File: src/rtl/cps_map.vh
// Register map, field positions, reset values and completion codes for the port status tracker.
// Assumes a 32-bit AXI4-Lite bus with byte addresses; every register is one aligned word.
//
// Behaviour
// (RL1) One available flag per logical port, bits 0-7
// (RL2) Available clear while running, set at any finish
// (RL3) Eight completion words, port 0 lowest, port 7 highest
// (RL4) Completion word zero while running, code at finish
// (RL5) All completion words zero at operation start
// (RL6) Error bit set on error, cleared on success
// (RL7) Error bit held until next launch clears it
// (RL8) Codes 0205 timeout, 0401 undefined command
// (RL9) Codes 1001 long, 1002 short, 1003 count, 1004 format
// (RL10) Codes 110C parameter, 2201 busy sending, 2202 switching
// (RL11) Raw-send executing bit 5 per serial port
// (RL12) Receive byte count accepted only 0 to 256
// (RL13) Trigger every scan or once on rising edge
// (RL14) Direct addressing: port 0, unit 80h/81h plus 4u
// (RL15) Error indication on bad count or busy port
// (RL16) Accept clears flag, zeroes code, clears error
// (RL17) Busy port refused, code and error bit untouched
`ifndef CPS_MAP_VH
`define CPS_MAP_VH

// Register byte offsets
`define CPS_OFF_AVAIL      8'h00
`define CPS_OFF_ERRFLAGS   8'h04
`define CPS_OFF_SER1_STAT  8'h08
`define CPS_OFF_SER2_STAT  8'h0c
`define CPS_OFF_LAUNCH     8'h10
`define CPS_OFF_COUNT      8'h14
`define CPS_OFF_LSTAT      8'h18
`define CPS_OFF_CODE_BASE  8'h20
`define CPS_OFF_CODE_LAST  8'h3c

// Launch control field positions
`define CPS_LC_LPORT_LSB   0
`define CPS_LC_KIND_BIT    3
`define CPS_LC_TRIG_BIT    4
`define CPS_LC_COND_BIT    5
`define CPS_LC_SPORT_LSB   8
`define CPS_LC_UNIT_LSB    16

// Serial port status word bit for raw send executing
`define CPS_TXEXEC_BIT     5

// Reset values
`define CPS_AVAIL_RST      8'hff
`define CPS_CODE_RST       16'h0000
`define CPS_LAUNCH_RST     32'h0000_0000
`define CPS_COUNT_RST      16'h0000

// Byte count limit and direct unit address base
`define CPS_COUNT_MAX      16'h0100
`define CPS_DIRECT_BASE    8'h80

// Completion codes
`define CPS_CC_OK          16'h0000
`define CPS_CC_TIMEOUT     16'h0205
`define CPS_CC_UNDEF_CMD   16'h0401
`define CPS_CC_TOO_LONG    16'h1001
`define CPS_CC_TOO_SHORT   16'h1002
`define CPS_CC_COUNT_BAD   16'h1003
`define CPS_CC_FORMAT_BAD  16'h1004
`define CPS_CC_PARAM_BAD   16'h110c
`define CPS_CC_BUSY_SEND   16'h2201
`define CPS_CC_SWITCHING   16'h2202

// AXI responses
`define CPS_RESP_OKAY      2'b00
`define CPS_RESP_SLVERR    2'b10

`endif

File: src/rtl/cps_port_tracker.v
// Communications port status tracker: per logical port availability, completion
// codes and error flags, raw-send executing bits, and raw-receive launch checks.
// Assumes scan_tick and the serial unit completion inputs come from logic on mclk.
//
// The register offsets and the AXI4-Lite register port are this design's own decisions.
`timescale 1ns/10ps
`include "cps_map.vh"

module cps_port_tracker #(
  parameter NPORT = 8
) (
  input  wire        mclk,
  input  wire        arst_n,
  // AXI4-Lite slave
  input  wire [7:0]  s_axi_awaddr,
  input  wire        s_axi_awvalid,
  output reg         s_axi_awready,
  input  wire [31:0] s_axi_wdata,
  input  wire [3:0]  s_axi_wstrb,
  input  wire        s_axi_wvalid,
  output reg         s_axi_wready,
  output reg  [1:0]  s_axi_bresp,
  output reg         s_axi_bvalid,
  input  wire        s_axi_bready,
  input  wire [7:0]  s_axi_araddr,
  input  wire        s_axi_arvalid,
  output reg         s_axi_arready,
  output reg  [31:0] s_axi_rdata,
  output reg  [1:0]  s_axi_rresp,
  output reg         s_axi_rvalid,
  input  wire        s_axi_rready,
  // Controller scan
  input  wire        scan_tick,
  // Serial communications unit side
  output reg         launch_vld,
  output reg  [2:0]  launch_lport,
  output reg         launch_recv,
  output reg         launch_sport2,
  output reg  [7:0]  launch_unit,
  output reg  [15:0] launch_count,
  input  wire        cmp_vld,
  input  wire [2:0]  cmp_lport,
  input  wire [15:0] cmp_code,
  // Status pins
  output reg  [7:0]  port_available_flag,
  output reg  [7:0]  port_error_flag_word,
  output reg  [1:0]  raw_send_executing,
  output reg         instruction_error_indication
);

  // Launch control and byte count are written by software;
  // the scan logic only ever reads them.
  // Last-attempt results are kept for the launch status word
  // so software can see why a scan did or did not launch.
  // All state here is cleared by arst_n, the operation start.
  // Software registers
  reg [31:0]         launch_q;
  reg [15:0]         count_q;
  reg                cond_prev_q;
  reg                acc_last_q;
  reg                sport2_res_q;
  reg [7:0]          unit_res_q;
  // Per-port state
  reg [15:0]         code_q [0:NPORT-1];
  reg [NPORT-1:0]    kind_send_q;
  reg [NPORT-1:0]    sport2_q;

  // Decoded launch fields
  wire [2:0]  lc_lport = launch_q[`CPS_LC_LPORT_LSB +: 3];
  wire        lc_recv  = launch_q[`CPS_LC_KIND_BIT];
  wire        lc_edge  = launch_q[`CPS_LC_TRIG_BIT];
  wire        lc_cond  = launch_q[`CPS_LC_COND_BIT];
  wire [3:0]  lc_sport = launch_q[`CPS_LC_SPORT_LSB +: 4];
  wire [7:0]  lc_unit  = launch_q[`CPS_LC_UNIT_LSB +: 8];

  // Edge form remembers the condition seen at the previous scan,
  // not the previous clock, so a condition held between scans
  // never launches twice.
  // The history resets low: a condition already true at the
  // first scan counts as a rising edge.
  // Trigger: every scan while true, or once on a rising edge
  wire fire = scan_tick & lc_cond & (~lc_edge | ~cond_prev_q);  // [RL13]

  // Direct form: unit address encodes unit number and port.
  // Bit 1 set is not a serial port address: parameter error.
  // Non-direct form takes serial port 1 or 2 only.
  // Resolved unit and port travel with the launch so the
  // serial unit never sees the raw encoding.
  // Direct unit addressing when serial port number is zero
  wire       direct    = (lc_sport == 4'h0);
  wire [7:0] dir_off   = lc_unit - `CPS_DIRECT_BASE;
  wire       dir_bad   = (lc_unit < `CPS_DIRECT_BASE) | lc_unit[1];  // [RL14]
  wire       param_bad = direct ? dir_bad : ((lc_sport != 4'h1) & (lc_sport != 4'h2));
  wire       res_s2    = direct ? lc_unit[0] : (lc_sport == 4'h2);   // [RL14]
  wire [7:0] res_unit  = direct ? {2'b00, dir_off[7:2]} : lc_unit;

  // Refusals come first: a bad count or a busy port leaves the
  // port untouched and only raises the error indication.
  // A launch that passes those checks is accepted, but may still
  // end at once with a code of its own: bad addressing or a send
  // to a serial port whose raw send is still running.
  // Count limit applies to receives only.
  // Launch checks
  wire range_bad = lc_recv & (count_q > `CPS_COUNT_MAX);        // [RL12]
  wire port_busy = ~port_available_flag[lc_lport];
  wire er_now    = fire & (range_bad | port_busy);               // [RL15]
  wire acc       = fire & ~er_now;                               // [RL17]
  wire tx_busy   = ~lc_recv & raw_send_executing[res_s2];
  wire [15:0] imm_code = param_bad ? `CPS_CC_PARAM_BAD :
                         (tx_busy ? `CPS_CC_BUSY_SEND : `CPS_CC_OK);  // [RL10]
  wire acc_run   = acc & (imm_code == `CPS_CC_OK);
  wire acc_fail  = acc & (imm_code != `CPS_CC_OK);
  wire cmp_take  = cmp_vld & ~port_available_flag[cmp_lport];

  // Indication and last-attempt fields change only on a fired
  // scan, so software reads a stable result between scans.
  // Launch fields stand until the next launch that passes every check.
  // The launch pulse lasts one cycle and follows the scan.
  // Scan-side bookkeeping and launch pulse to the serial unit
  always @(posedge mclk or negedge arst_n) begin
    if (!arst_n) begin
      cond_prev_q                  <= 1'b0;
      instruction_error_indication <= 1'b0;
      acc_last_q                   <= 1'b0;
      sport2_res_q                 <= 1'b0;
      unit_res_q                   <= 8'h00;
      launch_vld                   <= 1'b0;
      launch_lport                 <= 3'h0;
      launch_recv                  <= 1'b0;
      launch_sport2                <= 1'b0;
      launch_unit                  <= 8'h00;
      launch_count                 <= 16'h0000;
    end else begin
      launch_vld <= acc_run;
      if (scan_tick) begin
        cond_prev_q <= lc_cond;
      end
      if (fire) begin
        instruction_error_indication <= er_now;              // [RL15]
        acc_last_q                   <= acc;
        sport2_res_q                 <= res_s2;
        unit_res_q                   <= res_unit;
      end
      if (acc_run) begin
        launch_lport  <= lc_lport;
        launch_recv   <= lc_recv;
        launch_sport2 <= res_s2;
        launch_unit   <= res_unit;
        launch_count  <= count_q;
      end
    end
  end

  // Accept needs the flag set and completion needs it clear,
  // so one port never sees both in the same cycle.
  // A completion for a free port is stray and ignored, which
  // keeps a late answer from overwriting a fresh result.
  // Kind and serial port are kept per port so the completion
  // knows which raw send flag to drop.
  // Immediate failures keep the port free.
  // Per logical port availability, completion code and error bit
  genvar gi;
  generate
    for (gi = 0; gi < NPORT; gi = gi + 1) begin : g_port
      wire sel_acc = acc & (lc_lport == gi);
      wire sel_cmp = cmp_take & (cmp_lport == gi);
      always @(posedge mclk or negedge arst_n) begin
        if (!arst_n) begin
          port_available_flag[gi]  <= 1'b1;
          port_error_flag_word[gi] <= 1'b0;
          code_q[gi]               <= `CPS_CODE_RST;    // [RL5]
          kind_send_q[gi]          <= 1'b0;
          sport2_q[gi]             <= 1'b0;
        end else if (sel_acc) begin
          kind_send_q[gi] <= ~lc_recv;
          sport2_q[gi]    <= res_s2;
          if (imm_code == `CPS_CC_OK) begin
            port_available_flag[gi]  <= 1'b0;           // [RL16] [RL2]
            code_q[gi]               <= `CPS_CC_OK;     // [RL16] [RL4]
            port_error_flag_word[gi] <= 1'b0;           // [RL16] [RL7]
          end else begin
            code_q[gi]               <= imm_code;       // Ends at once with error
            port_error_flag_word[gi] <= 1'b1;           // [RL6]
          end
        end else if (sel_cmp) begin
          port_available_flag[gi]  <= 1'b1;                         // [RL2]
          code_q[gi]               <= cmp_code;                     // [RL4] [RL8] [RL9]
          port_error_flag_word[gi] <= (cmp_code != `CPS_CC_OK);     // [RL6]
        end
      end
    end
  endgenerate

  // Set wins over clear: a new send accepted in the cycle an
  // old one completes leaves the flag high.
  // A send refused for a busy serial port never sets it.
  // Completion of a receive leaves both flags alone.
  // Raw send executing bit per serial port
  genvar gs;
  generate
    for (gs = 0; gs < 2; gs = gs + 1) begin : g_ser
      wire set_x = acc_run & ~lc_recv & (res_s2 == gs);
      wire clr_x = cmp_take & kind_send_q[cmp_lport] & (sport2_q[cmp_lport] == gs);
      always @(posedge mclk or negedge arst_n) begin
        if (!arst_n) begin
          raw_send_executing[gs] <= 1'b0;
        end else if (set_x) begin
          raw_send_executing[gs] <= 1'b1;               // [RL11]
        end else if (clr_x) begin
          raw_send_executing[gs] <= 1'b0;               // [RL11]
        end
      end
    end
  endgenerate

  // Readies are registered and pulse every other idle cycle,
  // which keeps each output a flip-flop at the cost of one
  // extra cycle per request.
  // A channel already held keeps its ready low until the
  // response is taken, so one write at a time is under way.
  // AXI write: address and data taken in either order, response after both
  reg        aw_held_q;
  reg        w_held_q;
  reg [7:0]  aw_addr_q;
  reg [31:0] w_data_q;
  reg [3:0]  w_strb_q;
  wire       aw_take = s_axi_awvalid & s_axi_awready;
  wire       w_take  = s_axi_wvalid & s_axi_wready;
  wire       have_aw = aw_held_q | aw_take;
  wire       have_w  = w_held_q | w_take;
  wire [7:0] wr_addr = aw_held_q ? aw_addr_q : s_axi_awaddr;
  wire [31:0] wr_data = w_held_q ? w_data_q : s_axi_wdata;
  wire [3:0]  wr_strb = w_held_q ? w_strb_q : s_axi_wstrb;
  wire       wr_do   = have_aw & have_w & ~s_axi_bvalid;
  wire       wr_hit  = (wr_addr == `CPS_OFF_LAUNCH) | (wr_addr == `CPS_OFF_COUNT);

  // Only the lanes with their strobe set replace stored bytes.
  // Byte count takes lanes 0 and 1 only; upper lanes are ignored.
  // Merge byte lanes into the launch control register
  reg [31:0] launch_d;
  integer    bi;
  always @* begin
    launch_d = launch_q;
    for (bi = 0; bi < 4; bi = bi + 1) begin
      if (wr_strb[bi]) begin
        launch_d[bi*8 +: 8] = wr_data[bi*8 +: 8];
      end
    end
  end

  // Write channel handshake and register update
  always @(posedge mclk or negedge arst_n) begin
    if (!arst_n) begin
      s_axi_awready <= 1'b0;
      s_axi_wready  <= 1'b0;
      s_axi_bvalid  <= 1'b0;
      s_axi_bresp   <= `CPS_RESP_OKAY;
      aw_held_q     <= 1'b0;
      w_held_q      <= 1'b0;
      aw_addr_q     <= 8'h00;
      w_data_q      <= 32'h0000_0000;
      w_strb_q      <= 4'h0;
      launch_q      <= `CPS_LAUNCH_RST;
      count_q       <= `CPS_COUNT_RST;
    end else begin
      s_axi_awready <= ~have_aw & ~s_axi_bvalid & ~s_axi_awready;
      s_axi_wready  <= ~have_w & ~s_axi_bvalid & ~s_axi_wready;
      if (aw_take & ~wr_do) begin
        aw_held_q <= 1'b1;
        aw_addr_q <= s_axi_awaddr;
      end
      if (w_take & ~wr_do) begin
        w_held_q <= 1'b1;
        w_data_q <= s_axi_wdata;
        w_strb_q <= s_axi_wstrb;
      end
      if (wr_do) begin
        aw_held_q    <= 1'b0;
        w_held_q     <= 1'b0;
        s_axi_bvalid <= 1'b1;
        s_axi_bresp  <= wr_hit ? `CPS_RESP_OKAY : `CPS_RESP_SLVERR;
        if (wr_addr == `CPS_OFF_LAUNCH) begin
          launch_q <= launch_d;
        end
        if (wr_addr == `CPS_OFF_COUNT) begin
          if (wr_strb[0]) count_q[7:0]  <= wr_data[7:0];
          if (wr_strb[1]) count_q[15:8] <= wr_data[15:8];
        end
      end else if (s_axi_bvalid & s_axi_bready) begin
        s_axi_bvalid <= 1'b0;
      end
    end
  end

  // Read data is decoded from the live address and captured at
  // the address handshake; unmapped words read zero with an
  // error response.
  // Read data selection
  reg [31:0] rd_d;
  reg        rd_ok;
  always @* begin
    rd_d  = 32'h0000_0000;
    rd_ok = 1'b1;
    case (s_axi_araddr)
      `CPS_OFF_AVAIL:     rd_d = {24'h000000, port_available_flag};          // [RL1]
      `CPS_OFF_ERRFLAGS:  rd_d = {24'h000000, port_error_flag_word};         // [RL6]
      `CPS_OFF_SER1_STAT: rd_d = {26'h0, raw_send_executing[0], 5'h00};      // [RL11]
      `CPS_OFF_SER2_STAT: rd_d = {26'h0, raw_send_executing[1], 5'h00};      // [RL11]
      `CPS_OFF_LAUNCH:    rd_d = launch_q;
      `CPS_OFF_COUNT:     rd_d = {16'h0000, count_q};
      `CPS_OFF_LSTAT:     rd_d = {16'h0000, unit_res_q, 5'h00, sport2_res_q,
                                  acc_last_q, instruction_error_indication};
      default: begin
        if ((s_axi_araddr >= `CPS_OFF_CODE_BASE) && (s_axi_araddr <= `CPS_OFF_CODE_LAST) &&
            (s_axi_araddr[1:0] == 2'b00)) begin
          rd_d = {16'h0000, code_q[s_axi_araddr[4:2]]};                     // [RL3]
        end else begin
          rd_ok = 1'b0;
        end
      end
    endcase
  end

  // Ready drops while data waits, so one read at a time.
  // Read data stands unchanged until rready is seen.
  // Address ready resets low and rises at the first edge.
  // Read channel: one cycle from address to data
  always @(posedge mclk or negedge arst_n) begin
    if (!arst_n) begin
      s_axi_arready <= 1'b0;
      s_axi_rvalid  <= 1'b0;
      s_axi_rdata   <= 32'h0000_0000;
      s_axi_rresp   <= `CPS_RESP_OKAY;
    end else begin
      s_axi_arready <= ~s_axi_rvalid & ~s_axi_arready;
      if (s_axi_arvalid & s_axi_arready) begin
        s_axi_rvalid <= 1'b1;
        s_axi_rdata  <= rd_d;
        s_axi_rresp  <= rd_ok ? `CPS_RESP_OKAY : `CPS_RESP_SLVERR;
      end else if (s_axi_rvalid & s_axi_rready) begin
        s_axi_rvalid <= 1'b0;
      end
    end
  end

endmodule

File: config.mk
export PLATFORM = sky130hd
export DESIGN_NAME = cps_port_tracker
export DESIGN_NICKNAME = d
export VERILOG_FILES = /design/src/rtl/cps_port_tracker.v
export VERILOG_INCLUDE_DIRS = /design/src /design/src/rtl
export SDC_FILE = /design/constraint.sdc
export NUM_CORES = 1
export LEC_CHECK = 0
export ABC_AREA = 1
export BUFFER_PORTS_ARGS = -buffer_cell sky130_fd_sc_hd__clkbuf_2
export CAP_MARGIN = 15
export CORE_MARGIN = 2
export CORE_UTILIZATION = 66
export CTS_BUF_LIST = sky130_fd_sc_hd__clkbuf_4
export DETAILED_ROUTE_END_ITERATION = 16
export GPL_TIMING_DRIVEN = 0
export PLACE_DENSITY = 0.89
export SLEW_MARGIN = 10
export SYNTH_ARGS = -nofsm -noshare
export SYNTH_HDL_FRONTEND = slang
export SYNTH_SLANG_ARGS = --single-unit
File: constraint.sdc
create_clock -name mclk -period 4.51 [get_ports mclk]
set_input_delay 0.6765 -clock mclk [delete_from_list [all_inputs] [get_ports mclk]]
set_output_delay 0.6765 -clock mclk [all_outputs]
set_load 0.005 [all_outputs]
* Yosys cells after proc, flatten, opt, wreduce, memory -nomap -nowiden
Index checks and enable logic that the tools add are counted.
** Storage, ports and cells
- Bits in registers :: 339
- Input port bits :: 80
- Output and inout port bits :: 90
- Word-level logic and storage cells :: 310
** Operators by class
- Add/sub/neg operators :: 1
- $lt $le $gt $ge :: 8
- Equality and inequality tests :: 33
- Muxes and demuxes :: 90
- Bitwise operators :: 68
- Reduce and logical (&&, ||, !) cells :: 38
** Operator list (number)
- 2-to-1 mux 16 bit :: 19
- case mux 32 bit (7 select lines) :: 1
- 2-to-1 mux 1 bit :: 56
- binary-select mux 16 bit (select 3 bit) :: 1
- AND 1 bit :: 45
- 2-to-1 mux 14 bit :: 3
- equality test 8 x 5 -> 1 bit (second input constant) :: 5
- 2-to-1 mux 32 bit :: 1
- nonzero test 2 bit :: 14
- equality test 3 bit (second input constant) :: 8
- AND reduction 3 bit :: 6
- equality test 8 x 4 -> 1 bit (second input constant) :: 2
- greater-than comparator 16 x 9 -> 1 bit (second input constant) :: 1
- logical NOT 16 bit :: 1
- 2-to-1 mux 8 bit :: 2
- != test 2 x 1 -> 1 bit (second input constant) :: 8
- NOT 1 bit :: 16
- AND reduction 2 bit :: 8
- nonzero test 16 bit :: 1
- binary-select mux 1 bit (select 3 bit) :: 4
- equality test 3 x 2 -> 1 bit (second input constant) :: 4
- equality test 8 x 3 -> 1 bit (second input constant) :: 1
- greater-or-equal comparator 8 x 6 -> 1 bit (second input constant) :: 1
- less-or-equal comparator 8 x 6 -> 1 bit (second input constant) :: 1
- other kinds (19) :: 29

* Logic depth before layout (Yosys ltp)
- Word-level depth :: 12
- Gate-level depth with buffers :: 14
- Depth with buffers taken out :: 13

* Worst setup path before layout
Ideal clock, no wire load.
- Kind :: in2reg
- Start point :: input cmp_lport[0]
- End point :: register code_q[75] in the netlist's numbering
- Setup time :: 0.130 ns
- Arrival :: 1.881 ns
- Required time :: 4.380 ns
- Slack :: 2.499 ns
- Stages on the path :: 11
- Path buffers :: 3
- Cell sequence :: buf_2 > nand2_1 > o21ai_0 > nand2_1 > nand2_1 > a21boi_4 > nand3_1 > buf_4 > buf_4 > nand3_1 > o21ai_0
** On the way
- Word-level cells in the longest chain between the ends :: 6
- Elaborated cells on any way between the ends :: 7
- Those cells by class :: 1 x eq/ne; 2 x mux; 3 x bitwise; 1 x reduce/logical
** RTL lines
- from (decl) :: line cps_port_tracker.v:42 : input wire [2:0] cmp_lport,
- binary-select mux 1 bit (select 3 bit) :: line cps_port_tracker.v:113 : wire cmp_take = cmp_vld & ~port_available_flag[cmp_lport];
- 2-to-1 mux 1 bit (not written as such) :: line cps_port_tracker.v:113
- NOT 1 bit :: line cps_port_tracker.v:113
- AND 1 bit :: line cps_port_tracker.v:113
- AND 1 bit * :: line cps_port_tracker.v:166 : wire sel_cmp = cmp_take & (cmp_lport == gi);
- nonzero test 2 bit (no line) *
- to (signal, indexed assignment) :: line cps_port_tracker.v:171 : code_q[gi] <= `CPS_CODE_RST;
- to (signal, indexed assignment) :: line cps_port_tracker.v:179 : code_q[gi] <= `CPS_CC_OK;
- to (signal, indexed assignment) :: line cps_port_tracker.v:182 : code_q[gi] <= imm_code;
- to (decl) :: line cps_port_tracker.v:64 : reg [15:0] code_q [0:NPORT-1];
Every way passes the cells marked *; elsewhere a longest branch is shown, timed or not. The select of a mux whose other input is x is not followed.
A chain may end at the register's enable or synchronous reset.

* Final worst setup path
- Start point :: register count_q[13]
- End point :: register code_q[29] in the netlist's numbering
** On the way
- Word-level cells in the longest chain between the ends :: 8
- Elaborated cells on any way between the ends :: 9
- Those cells by class :: 1 x order compare; 1 x mux; 6 x bitwise; 1 x reduce/logical
** RTL lines
- from (decl) :: line cps_port_tracker.v:58 : reg [15:0] count_q;
- from (signal assigned) :: line cps_port_tracker.v:264 : count_q <= `CPS_COUNT_RST;
- from (signal assigned) :: line cps_port_tracker.v:287 : if (wr_strb[1]) count_q[15:8] <= wr_data[15:8];
- greater-than comparator 16 x 9 -> 1 bit (no line) *
- AND 1 bit * :: line cps_port_tracker.v:104 : wire range_bad = lc_recv & (count_q > `CPS_COUNT_MAX);
- bitwise OR 1 bit * :: line cps_port_tracker.v:106 : wire er_now = fire & (range_bad | port_busy);
- AND 1 bit * :: line cps_port_tracker.v:106
- NOT 1 bit * :: line cps_port_tracker.v:107 : wire acc = fire & ~er_now;
- AND 1 bit * :: line cps_port_tracker.v:107
- AND 1 bit * :: line cps_port_tracker.v:165 : wire sel_acc = acc & (lc_lport == gi);
- 2-to-1 mux 16 bit / nonzero test 2 bit (equally long branches)
Every way passes the cells marked *; elsewhere a longest branch is shown, timed or not.

==> flow_metrics.tcl <==
set metrics [dict create \
    period_share_pct 54.1 \
    synth.area.top_cells "dfrtp_1, nand2_1, nand3_1" \
    worstSkewPairLatency_ps 720 \
    antenna_left 0 \
    maxCapViolCount 0 \
    endpoint_kind "flop" \
    syn_area_per_cell_um2 8.03 \
    skew_ps 61.2 \
    leakage_nw 9.62 \
    final_util_pct 77.1 \
    arrival_ps 3000 \
    start_kind "flop" \
    start_util_pct 67.3 \
    clkTransAtPathRegs_ps 70 \
    post-dp-hpwl_um 36700 \
    grt.total_usage_pct 40.7 \
    vias_per_cell 6.13 \
    ys.flop_type "dfrtp_1" \
    ff2ff_path_depth 9 \
    fillers 1733 \
    setup_ws_ps 2070 \
    synth_seq_area_share_pct 53.4 \
    async_reset_ff_share_pct 100 \
    powerDensity_mw_per_mm2 459 \
    cts_hold_buf 0 \
    vias 15800 \
    drc_errors 0 \
    cts_resized 0 \
    wl_per_cell_um 19.8 \
    synth_compound_area_share_pct 12.2 \
    grt_pass1_vias 15400 \
    grt_pass1_wl_um 80900 \
    place_area_mm2 0.0171 \
    ys_seq_elements 337 \
    slew_headroom_pct 47.7 \
    cts_setup_buffers 0 \
    syn2layout_area_growth_pct 14.5 \
    port_buffers 156 \
    most-common-layout-cells "nand2_1, dfrtp_1, nand3_1, o21ai_0, inv_1" \
    tightest_slew_ps 785 \
    cp_max_fo 10 \
    final_common_cell "nand2_1" \
    num-nets-final 2293 \
    final_hold_viol_count 0 \
    grt_max_degree 93 \
    num_rows 56 \
    clock_path_buffers 3 \
    core_mm2 0.0235 \
    antenna_found_initial 1 \
    yosysWarnings 0 \
    worstHoldPathType "input pin to async pin" \
    routed_wl_um 51300 \
    cts_tree "built" \
    period_minus_slack_ps 2440 \
    fp.dieW_um 159 \
    clock_sinks 337 \
    tns_ps 0 \
    gp_congestion 0.994 \
    cts_max_level 3 \
    pre_cts_slack_ps 1800 \
    synthAdderAreaFrac_pct 0 \
    peakVddDrop_mv 0.327 \
    synth_top_area_cell "dfrtp_1" \
    synthMuxAreaShare_pct 0.143 \
    synth-edff-count 0 \
    status "completed" \
    final_area_mm2 0.0181 \
    critPathKind "flop to flop" \
    max_freq_ghz 0.410 \
    die_h_um 159 \
    drv_slew 0 \
    synth_top_family_by_area "simple AND/OR/NAND/NOR gates" \
    synth_area_mm2 0.0158 \
    setup_viol 0 \
    rsz0062_at_grt "no" \
    synth_xor_area_share_pct 0 \
    drive_gt1_share_pct 16.4 \
    dieArea_mm2 0.0252 \
    ys_types 42 \
    cts_root_buffer "clkbuf_4" \
    drtPass1Iterations 10 \
    cts_buffers 84 \
    drtIter0Drc 2122 \
    ioPinCount 170 \
    syn_inst 1967 \
    grt_overflow 0 \
    synth-simple-area-share_pct 27.2 \
    synthDominantCellAreaShare_pct 52.1 \
    worst_ep_required_time_ps 5070 \
]
cell usage after synthesis, types with 3 or more instances:
| library cell | n |
|---|---|
| nor2_2 | 4 |
| a21oi_1 | 12 |
| or2_2 | 4 |
| buf_2 | 32 |
| o22ai_1 | 65 |
| o21ai_1 | 8 |
| o21ai_0 | 224 |
| buf_4 | 15 |
| nand3_1 | 252 |
| dfstp_2 | 8 |
| a22oi_1 | 7 |
| nand4_1 | 24 |
| inv_2 | 8 |
| o31ai_1 | 3 |
| nor3_1 | 3 |
| o2111ai_1 | 12 |
| buf_1 | 4 |
| nand2_2 | 5 |
| nand2_1 | 619 |
| o211ai_1 | 3 |
| dfrtp_1 | 329 |
| clkbuf_1 | 47 |
| inv_1 | 161 |
| nand3_2 | 3 |
| nor2_1 | 93 |
metrics by stage:
step	power, mW	instances	hold slack [ps]
after floorplan	5.07	1968	381
after global placement	5.63	2443	430
after detailed placement	5.74	2446	448
after CTS	8.24	2586	43.3
after global routing	8.71	2587	91.8
final	8.31	2587	50.3
critical path: stages (launching register included):
cell     delay (ps)
dfrtp_1         480
nor2_1          190
nand2_1          90
nor2_1          120
nand2_1          80
nand3_1         300
nand4_2         450
buf_2           380
nand3_1         100
nand3_1          80
logic make-up (layout without fill, tap and decap cells):
group                  after synthesis  count (layout)
buffers and inverters              269             568
muxes                                2               2
and+or+nand+nor                   1016            1016
other                                1               3
AOI/OAI and AO/OA                  342             342
DFF                                337             337
final timing paths:
| path | start | end | slack [ps] |
|---|---|---|---|
| max | count_q[13] | code_q[29] | 2070 |
| min reg2reg | s_axi_rvalid | s_axi_arready | 460 |
| min | arst_n | code_q[21] | 50 |
| min in group mclk | s_axi_bready | s_axi_bvalid | 140 |
| max in group asynchronous | arst_n | code_q[115] | 3110 |
| max reg2reg | count_q[13] | code_q[29] | 2070 |
routing by layer:
layer,GRT usage (%),part of all wire (%)
met1,48.5,34
met2,65.7,47
met3,11.0,12
met4,25.7,7.3
met5,0,0
registers in the layout (all words and copies together) (netlist names), 2 cells and up:
signal,count
code_q,128
launch_q,32
s_axi_rdata,32
w_data_q,32
count_q,16
launch_count,16
aw_addr_q,8
kind_send_q,8
launch_unit,8
port_available_flag,8
port_error_flag_word,8
sport2_q,8
unit_res_q,8
w_strb_q,4
launch_lport,3
raw_send_executing,2
power breakdown:
part	switching, mW	internal (mW)
registers	0.404	3.65
clock network	1.26	1.29
logic	1.11	0.601
area by class of cell:
type / count / area (um2) / share of cell area, %
Tap cell: 319 / 399 / 2.21
Buffer: 99 / 469 / 2.59
Clock inverter: 25 / 156 / 0.864
Timing Repair Buffer: 159 / 872 / 4.82
Clock buffer: 115 / 863 / 4.77
Inverter: 170 / 638 / 3.53
Sequential cell: 337 / 8440 / 46.7
Antenna cell: 1 / 2.50 / 0.0138
Multi-Input combinational cell: 1362 / 6250 / 34.6
Power figures use the tool's default switching activity.
